===== src/rtl/dsp_pkg.sv =====
// Purpose: shared constants for the dual dac serial configuration port
// Assumes: 200 MHz system clock, serial clock sampled as a plain input
// Notes: register contents beyond the port configuration byte are a plain array
package dsp_pkg;
	localparam int SYS_CLK_MHZ = 200;
	localparam int ADDR_W = 5;
	localparam int NUM_REGS = 32;
	localparam logic [4:0] CFG_ADDR = 5'h00;
	localparam logic [4:0] ADDR_TOP = 5'h1F;
	localparam logic [4:0] ADDR_BOTTOM = 5'h00;
	localparam int RW_BIT = 7;
	localparam int CNT_HI_BIT = 6;
	localparam int CNT_LO_BIT = 5;
	localparam int BIT_ORDER_BIT = 6;
	localparam int SOFT_RESET_BIT = 5;
	localparam logic [7:0] CFG_RESET = 8'h00;
	localparam logic [7:0] REG_RESET = 8'h00;
	localparam logic [2:0] BIT_LAST = 3'h7;
	// strap reset pulse: least high time, rounded up to whole cycles
	localparam int STRAP_PULSE_NS = 50;
	localparam int STRAP_PULSE_CYC = (STRAP_PULSE_NS * SYS_CLK_MHZ + 999) / 1000;
	// pin-mode data-format settle wait
	localparam int FORMAT_WAIT_NS = 1000;
	localparam int FORMAT_WAIT_CYC = (FORMAT_WAIT_NS * SYS_CLK_MHZ + 999) / 1000;
	typedef enum logic [1:0] {
		DSP_IDLE = 2'b00,
		DSP_INSTR = 2'b01,
		DSP_DATA = 2'b10
	} dsp_state_type;
endpackage


===== src/rtl/dsp_sync.sv =====
// Purpose: two flip-flop synchroniser for a group of pin inputs
// Assumes: inputs are asynchronous to sys_clk
// Notes: the first stage is read only by the second
`timescale 1ns/1ps
module dsp_sync #(
	parameter int WIDTH = 1
) (
	input wire logic sys_clk, // system clock
	input wire logic rst_n, // synchronous-released reset, active low
	input wire logic [WIDTH-1:0] async_in, // raw pins
	output logic [WIDTH-1:0] sync_out // synchronised copy
);
	logic [WIDTH-1:0] stage1_reg;

	// two stages, reset to zero
	always_ff @(posedge sys_clk or negedge rst_n) begin
		if (!rst_n) begin
			stage1_reg <= '0;
			sync_out <= '0;
		end else begin
			stage1_reg <= async_in;
			sync_out <= stage1_reg;
		end
	end
endmodule


===== src/rtl/dsp_port.sv =====
// Purpose: device side of a three-wire configuration port
// Assumes: serial clock, select, data and strap pins are asynchronous
// Notes: serial clock is oversampled; 200 MHz gives ten samples per 20 MHz bit
`timescale 1ns/1ps
module dsp_port
	import dsp_pkg::*;
(
	input wire logic sys_clk, // system clock, 200 MHz
	input wire logic reset_n, // asynchronous reset, active low
	input wire logic sclk_pin, // serial clock, or clock mode strap
	input wire logic cs_n_pin, // select active low, or power down
	input wire logic sdio_in, // data line level
	output logic sdio_out, // data driven by the device
	output logic sdio_oe, // high while the device drives data
	input wire logic reset_strap_pin, // reset pulse or pin-mode strap
	output logic pin_mode, // pin mode active
	output logic clock_mode_strap, // clock mode in pin mode
	output logic format_strap, // data format in pin mode
	output logic power_down_input, // power down in pin mode
	output logic format_ready, // format strap settled
	output logic bit_order_select, // lsb-first flag
	output logic soft_reset, // soft reset flag of address 0
	output logic [8*dsp_pkg::NUM_REGS-1:0] reg_image // all register bytes
);
	import dsp_pkg::*;

	logic rst_meta_reg, rst_n_reg;
	logic [3:0] pins_sync;
	logic sclk_s, cs_n_s, sdio_s, strap_s;
	logic sclk_d_reg;
	logic rise, fall;
	dsp_state_type state_reg;
	logic [2:0] bit_cnt_reg;
	logic [7:0] shift_reg;
	logic [7:0] instr_reg;
	logic [1:0] byte_cnt_reg;
	logic [ADDR_W-1:0] addr_reg;
	logic [7:0] regs [NUM_REGS];
	logic [7:0] tx_reg;
	logic [7:0] strap_cnt_reg;
	logic strap_d_reg;
	logic port_clear;
	logic [7:0] rx_byte;
	logic [7:0] fmt_cnt_reg;
	logic fmt_d_reg;
	logic lsb_first;
	logic frame_done_reg;

	// reset release through two flops
	always_ff @(posedge sys_clk or negedge reset_n) begin
		if (!reset_n) begin
			rst_meta_reg <= 1'b0;
			rst_n_reg <= 1'b0;
		end else begin
			rst_meta_reg <= 1'b1;
			rst_n_reg <= rst_meta_reg;
		end
	end

	dsp_sync #(.WIDTH(4)) u_sync (
		.sys_clk(sys_clk),
		.rst_n(rst_n_reg),
		.async_in({reset_strap_pin, sdio_in, cs_n_pin, sclk_pin}),
		.sync_out(pins_sync)
	);
	assign sclk_s = pins_sync[0];
	assign cs_n_s = pins_sync[1];
	assign sdio_s = pins_sync[2];
	assign strap_s = pins_sync[3];

	// serial clock edge finder on the synchronised copy
	always_ff @(posedge sys_clk or negedge rst_n_reg) begin
		if (!rst_n_reg) begin
			sclk_d_reg <= 1'b0;
		end else begin
			sclk_d_reg <= sclk_s;
		end
	end
	assign rise = sclk_s & ~sclk_d_reg & ~cs_n_s & ~pin_mode;
	assign fall = ~sclk_s & sclk_d_reg & ~cs_n_s & ~pin_mode;

	// strap high time counter; a pulse long enough, then low, clears the port
	always_ff @(posedge sys_clk or negedge rst_n_reg) begin
		if (!rst_n_reg) begin
			strap_cnt_reg <= 8'h00;
			strap_d_reg <= 1'b0;
		end else begin
			strap_d_reg <= strap_s;
			if (strap_s && strap_cnt_reg < 8'(STRAP_PULSE_CYC)) begin
				strap_cnt_reg <= strap_cnt_reg + 8'h01;
			end else if (!strap_s) begin
				strap_cnt_reg <= 8'h00;
			end
		end
	end
	// a long strap high counts as pin mode; falling edge after a long pulse resets
	assign port_clear = strap_d_reg & ~strap_s & (strap_cnt_reg >= 8'(STRAP_PULSE_CYC));

	// pin mode and strap outputs; straps are only meaningful while strap high
	always_ff @(posedge sys_clk or negedge rst_n_reg) begin
		if (!rst_n_reg) begin
			pin_mode <= 1'b0;
			clock_mode_strap <= 1'b0;
			format_strap <= 1'b0;
			power_down_input <= 1'b0;
		end else begin
			pin_mode <= strap_s && strap_cnt_reg >= 8'(STRAP_PULSE_CYC);
			clock_mode_strap <= strap_s & sclk_s;
			format_strap <= strap_s & sdio_s;
			power_down_input <= strap_s & cs_n_s;
		end
	end

	// format settle timer, restarted on any format strap change
	always_ff @(posedge sys_clk or negedge rst_n_reg) begin
		if (!rst_n_reg) begin
			fmt_cnt_reg <= 8'h00;
			fmt_d_reg <= 1'b0;
			format_ready <= 1'b0;
		end else begin
			fmt_d_reg <= format_strap;
			if (fmt_d_reg != format_strap) begin
				fmt_cnt_reg <= 8'h00;
			end else if (fmt_cnt_reg < 8'(FORMAT_WAIT_CYC)) begin
				fmt_cnt_reg <= fmt_cnt_reg + 8'h01;
			end
			format_ready <= fmt_cnt_reg >= 8'(FORMAT_WAIT_CYC) && fmt_d_reg == format_strap;
		end
	end

	assign lsb_first = regs[CFG_ADDR][BIT_ORDER_BIT];
	// incoming byte as it will stand after this rising edge
	assign rx_byte = lsb_first ? {sdio_s, shift_reg[7:1]} : {shift_reg[6:0], sdio_s};

	// port sequencer: instruction then data bytes
	always_ff @(posedge sys_clk or negedge rst_n_reg) begin
		if (!rst_n_reg) begin
			state_reg <= DSP_IDLE;
			bit_cnt_reg <= 3'h0;
			shift_reg <= 8'h00;
			instr_reg <= 8'h00;
			byte_cnt_reg <= 2'h0;
			addr_reg <= '0;
			frame_done_reg <= 1'b0;
		end else if (port_clear || cs_n_s || pin_mode) begin
			state_reg <= DSP_IDLE;
			bit_cnt_reg <= 3'h0;
			shift_reg <= 8'h00;
			frame_done_reg <= 1'b0;
		end else begin
			if (state_reg == DSP_IDLE && !frame_done_reg) begin
				state_reg <= DSP_INSTR;
			end
			if (rise && !frame_done_reg) begin
				shift_reg <= rx_byte;
				bit_cnt_reg <= bit_cnt_reg + 3'h1;
				if (bit_cnt_reg == BIT_LAST) begin
					if (state_reg != DSP_DATA) begin
						instr_reg <= rx_byte;
						addr_reg <= rx_byte[ADDR_W-1:0];
						byte_cnt_reg <= {rx_byte[CNT_HI_BIT], rx_byte[CNT_LO_BIT]};
						state_reg <= DSP_DATA;
					end else if (byte_cnt_reg == 2'h0) begin
						// without this flag the idle state would take stray rises as a new instruction
						state_reg <= DSP_IDLE; // further edges ignored until select rises
						bit_cnt_reg <= 3'h0;
						frame_done_reg <= 1'b1;
					end else begin
						byte_cnt_reg <= byte_cnt_reg - 2'h1;
						// order taken after a possible config write in this byte
						if ((addr_reg == CFG_ADDR && !instr_reg[RW_BIT]) ? rx_byte[BIT_ORDER_BIT] : lsb_first) begin
							addr_reg <= addr_reg + 5'h01;
						end else begin
							addr_reg <= addr_reg - 5'h01;
						end
					end
				end
			end
		end
	end

	// register array; writes land at the last bit of each byte
	always_ff @(posedge sys_clk or negedge rst_n_reg) begin
		if (!rst_n_reg) begin
			for (int i = 0; i < NUM_REGS; i++) begin
				regs[i] <= (i == 0) ? CFG_RESET : REG_RESET;
			end
		end else if (port_clear) begin
			for (int i = 0; i < NUM_REGS; i++) begin
				regs[i] <= (i == 0) ? CFG_RESET : REG_RESET;
			end
		end else if (regs[CFG_ADDR][SOFT_RESET_BIT] || pin_mode) begin
			for (int i = 1; i < NUM_REGS; i++) begin
				regs[i] <= REG_RESET;
			end
			if (rise && state_reg == DSP_DATA && bit_cnt_reg == BIT_LAST && !instr_reg[RW_BIT]
				&& addr_reg == CFG_ADDR) begin
				regs[CFG_ADDR] <= rx_byte; // release of soft reset
			end
		end else if (rise && state_reg == DSP_DATA && bit_cnt_reg == BIT_LAST && !instr_reg[RW_BIT]) begin
			regs[addr_reg] <= rx_byte;
		end
	end

	// read launch: load on the falling edge that opens each data bit
	always_ff @(posedge sys_clk or negedge rst_n_reg) begin
		if (!rst_n_reg) begin
			tx_reg <= 8'h00;
			sdio_out <= 1'b0;
			sdio_oe <= 1'b0;
		end else if (cs_n_s || pin_mode || port_clear) begin
			sdio_oe <= 1'b0;
			sdio_out <= 1'b0;
		end else if (fall && state_reg == DSP_DATA && instr_reg[RW_BIT]) begin
			sdio_oe <= 1'b1;
			if (bit_cnt_reg == 3'h0) begin
				tx_reg <= lsb_first ? {1'b0, regs[addr_reg][7:1]} : {regs[addr_reg][6:0], 1'b0};
				sdio_out <= lsb_first ? regs[addr_reg][0] : regs[addr_reg][7];
			end else begin
				tx_reg <= lsb_first ? {1'b0, tx_reg[7:1]} : {tx_reg[6:0], 1'b0};
				sdio_out <= lsb_first ? tx_reg[0] : tx_reg[7];
			end
		end else if (state_reg != DSP_DATA) begin
			sdio_oe <= 1'b0;
		end
	end

	// status outputs straight from flops
	always_ff @(posedge sys_clk or negedge rst_n_reg) begin
		if (!rst_n_reg) begin
			bit_order_select <= 1'b0;
			soft_reset <= 1'b0;
			reg_image <= '0;
		end else begin
			bit_order_select <= regs[CFG_ADDR][BIT_ORDER_BIT];
			soft_reset <= regs[CFG_ADDR][SOFT_RESET_BIT];
			for (int i = 0; i < NUM_REGS; i++) begin
				reg_image[8*i +: 8] <= regs[i];
			end
		end
	end

	property p_hiz;
		@(posedge sys_clk) disable iff (!rst_n_reg) cs_n_s |=> !sdio_oe;
	endproperty
	a_hiz: assert property (p_hiz) else $error("data line driven while deselected");
	property p_no_drive_write;
		@(posedge sys_clk) disable iff (!rst_n_reg) sdio_oe |-> instr_reg[RW_BIT];
	endproperty
	a_no_drive_write: assert property (p_no_drive_write) else $error("driven during write");
	property p_instr_to_data;
		@(posedge sys_clk) disable iff (!rst_n_reg)
			rise && state_reg == DSP_INSTR && bit_cnt_reg == BIT_LAST && !cs_n_s && !port_clear && !pin_mode
			|=> state_reg == DSP_DATA && addr_reg == instr_reg[ADDR_W-1:0];
	endproperty
	a_instr_to_data: assert property (p_instr_to_data) else $error("instruction not taken");
	property p_drive_on_fall;
		@(posedge sys_clk) disable iff (!rst_n_reg) $rose(sdio_oe) |-> $past(fall);
	endproperty
	a_drive_on_fall: assert property (p_drive_on_fall) else $error("drive not on falling edge");
	property p_deselect_clears;
		@(posedge sys_clk) disable iff (!rst_n_reg) cs_n_s |=> bit_cnt_reg == 3'h0 && state_reg == DSP_IDLE;
	endproperty
	a_deselect_clears: assert property (p_deselect_clears) else $error("counters not cleared");
	property p_soft_reset;
		@(posedge sys_clk) disable iff (!rst_n_reg) soft_reset && !port_clear ##1 !port_clear |-> reg_image[15:8] == REG_RESET;
	endproperty
	a_soft_reset: assert property (p_soft_reset) else $error("soft reset left a register set");
	property p_order_flag;
		@(posedge sys_clk) disable iff (!rst_n_reg) bit_order_select == $past(regs[CFG_ADDR][BIT_ORDER_BIT]);
	endproperty
	a_order_flag: assert property (p_order_flag) else $error("bit order flag mismatch");
	property p_strap_clear;
		@(posedge sys_clk) disable iff (!rst_n_reg) port_clear |=> state_reg == DSP_IDLE && regs[1] == REG_RESET;
	endproperty
	a_strap_clear: assert property (p_strap_clear) else $error("strap pulse did not reset");
	property p_done_ignores;
		@(posedge sys_clk) disable iff (!rst_n_reg) frame_done_reg && rise |=> state_reg == DSP_IDLE && bit_cnt_reg == 3'h0;
	endproperty
	a_done_ignores: assert property (p_done_ignores) else $error("edge taken after the last byte");
	c_read: cover property (@(posedge sys_clk) disable iff (!rst_n_reg) $rose(sdio_oe));
	c_write: cover property (@(posedge sys_clk) disable iff (!rst_n_reg)
		rise && state_reg == DSP_DATA && bit_cnt_reg == BIT_LAST && !instr_reg[RW_BIT]);
	c_lsb: cover property (@(posedge sys_clk) disable iff (!rst_n_reg) $rose(bit_order_select));
	c_pin: cover property (@(posedge sys_clk) disable iff (!rst_n_reg) $rose(pin_mode));
endmodule


===== config.mk =====
export PLATFORM = sky130hd
export DESIGN_NAME = dsp_port
export DESIGN_NICKNAME = d
export VERILOG_FILES = /design/src/rtl/dsp_pkg.sv /design/src/rtl/dsp_sync.sv /design/src/rtl/dsp_port.sv
export SDC_FILE = /design/constraint.sdc
export NUM_CORES = 1
export LEC_CHECK = 0
export BUFFER_PORTS_ARGS = -buffer_cell sky130_fd_sc_hd__buf_2
export CORE_AREA = 2 2 300 302
export DETAILED_ROUTE_END_ITERATION = 8
export DIE_AREA = 0 0 302 304
export GPL_TIMING_DRIVEN = 0
export PLACE_DENSITY = 0.42
export SYNTH_ARGS = -nofsm -noshare
export SYNTH_HDL_FRONTEND = slang
export SYNTH_SLANG_ARGS = --single-unit

===== constraint.sdc =====
create_clock -name sys_clk -period 36.9 [get_ports sys_clk]
set_input_delay 1.845 -clock sys_clk [delete_from_list [all_inputs] [get_ports sys_clk]]
set_output_delay 1.845 -clock sys_clk [all_outputs]
set_load 0.01 [all_outputs]

==> flow_summary.ini <==
[timing]
min_period_over_period = 0.127
fmaxAchievable_ghz = 0.214
setup_violations = 0
finalSetupTns_ns = 0
relSlewSlack = 0.0554
period_minus_slack_ns = 4.67
worst_pin_slew_ns = 1.42
rsz0062_at_grt = false
clock_skew_ns = 0.0309
hold_viol_final = 0
drv_slew = 0

[critical_path]
r2r-end = tx_reg[4]
worst_path_max_delay_cell = buf_1
critical_path.n_buffers_inverters = 3
critPathLaunch = addr_reg[0]
slowest_delay_ns = 1.09
crit_required_ns = 37.41
ff2ff_path_depth = 9
crit_path_cell_trace = buf_2 > buf_1 > buf_2 > mux2i_1 > o22ai_1 > nor4_1 > nand2_1 > nor2_1 > o31ai_1
crit_arrival_ns = 5.18
criticalPathCategory = flip-flop to flip-flop
setup.worst_path.end_class = flip-flop
crit_top_cell = buf_2
crit_family = buffers and inverters
rrSetupSlack_ns = 32.23
path_max_fanout = 10
worstReg2RegStart = addr_reg[0]
startpoint_type = flip-flop

[placement]
dp_hpwl_mm = 62.6
gp_congestion = 0.916
placed_cells = 3187
port_buffers = 270

[cells_and_area]
nets = 2089
largest_reg_flops = 256
regMostFlops = reg_image
layout-drive-gt1-share = 0.232
reg_top3 = reg_image (256), regs (255)
n_antenna_cell = 0
final_cell_count_no_fill = 3297
syn2layout_area_growth_pct = 23.8
layout_commonest_cell = dfrtp_1
final_cell_mix = 577 x dfrtp_1, 300 x nor2_1, 290 x buf_2

[routing]
first_pass_iters = 5
wirelength_mm = 86.0
drcViolationCount = 0
postRouteAntennaNets = 0
vias_per_cell = 4.75
drt_iter0_markers = 1115
vias = 15700
wire_per_inst_um = 26.1

[synthesis]
synthFlopType = dfrtp_1
synth.cell_area_um2 = 22000
yosysWarnings = 0
synth_cell_types = 63
synth-edff-count = 0
syn_inst = 1732
postSynthAreaPerCell_um2 = 12.7
seq_area_frac_synth = 0.657
yosys_register_bits = 578
synth_nets = 1747
ys_async_sr_fraction = 1.00

[global_routing]
antenna_found_initial = 1
grt_pass1_vias = 16200
grtUsageTotal = 0.185
grt_max_degree = 73
grt_pass1_wl_mm = 122
grt_remaining_overflow = 0

[power]
ir_drop_v = 0.0000342
leakagePower_uw = 0.0123
power_density_nw_per_um2 = 49.1

[clocking]
cts_tree = yes
path_clk_slew_ns = 0.07
cts-buffers-inserted = 60
clk_latency_ns = 0.64
cts_hold_buffers = 0
htreeDepth = 2
cts_setup_buffers = 0
clock_path_buffers = 3
cts_num_sinks = 578
root_buffer = clkbuf_16
cts_resized = 0

[job]
drv_cap = 0

[min_path]
hold_end = u_sync.sync_out[0]
worstHoldPathCells = 0
hp-class = flip-flop to flip-flop
min_from = u_sync.stage1_reg[0]

[die]
die-height_um = 304
die_w_um = 302
start_util = 0.247
core_area_um2 = 89000
pin_count = 271
dieArea_um2 = 91800
rows = 110

[run_status]
status = complete, no violations
## routing by layer
| metal | track usage | vias up | wire (um) |
|---|---|---|---|
| li1 | - | 6919 | - |
| met1 | 0.240 | 8112 | 36500 |
| met2 | 0.307 | 511 | 41600 |
| met3 | 0.0363 | 133 | 4710 |
| met4 | 0.0662 | 2 | 3190 |
| met5 | 0 | - | 13 |
## cells in the mapped netlist, types with 7 or more instances
cell type / n / area, um^2
dfrtp_1: 578 / 14500
nor2_1: 300 / 1130
a211oi_1: 259 / 1940
mux2i_1: 140 / 1400
clkbuf_1: 73 / 274
o22ai_1: 65 / 407
nor2_4: 32 / 360
nand2_1: 28 / 105
buf_6: 27 / 304
buf_2: 20 / 100
a21oi_1: 17 / 85.1
nor4_1: 16 / 100
inv_1: 14 / 52.6
o21ai_0: 14 / 70.1
nor3_1: 12 / 60.1
ha_1: 9 / 113
nand3_1: 8 / 40.0
a211oi_2: 7 / 87.6
and2_1: 7 / 43.8
o31ai_1: 7 / 52.6
xor2_1: 7 / 61.3
## report_power, final
part	switching [uW]	leakage [uW]	internal, uW
clock	266	0.00104	400
combinational	25.4	0.00324	7.52
sequential	3.79	0.00803	637
## worst max-delay path by stage
stage                           endpoint  slack (ns)  cells after the start
final                          tx_reg[4]       32.23                      9
after global routing           tx_reg[1]       32.27                      9
after CTS                      tx_reg[1]       32.32                      9
after detailed placement       tx_reg[4]       32.35                      9
after global placement    reg_image[193]       13.31                      0
after floorplan              addr_reg[0]       19.60                      0
## area by class of cell
class	instances	area, um^2
fill	8969	61800
sequential	578	14500
multi-input combinational	1005	6740
timing repair buffer	280	1610
clock buffer	72	1600
tap	1176	1470
buffer	135	776
clock inverter	37	557
inverter	14	52.6
## through the flow
step	hold WS (ns)	setup slack [ns]	area, um^2	util	power, uW
2_1_floorplan	0.331	19.60	22000	-	671
3_3_place_gp	0.337	13.31	24900	0.279	683
3_5_place_dp	0.338	32.35	25100	0.282	686
4_1_cts	0.351	32.32	27300	0.306	1360
5_1_grt	0.369	32.27	27300	0.306	1390
6_report	0.349	32.23	27300	0.306	1340
## logic make-up (layout without fill, tap and decap cells)
family / after synthesis / count (layout) / synth area share
fa+ha+maj: 9 / 9 / 0.00511
simple gates: 452 / 452 / 0.104
other cells: 1 / 1 / 0.000170
flops: 578 / 578 / 0.657
mux: 141 / 141 / 0.0641
buf+inv: 149 / 538 / 0.0376
compound gates: 394 / 394 / 0.129
xor+xnor: 8 / 8 / 0.00318
Note: power is estimated with default switching activity, not from simulation.
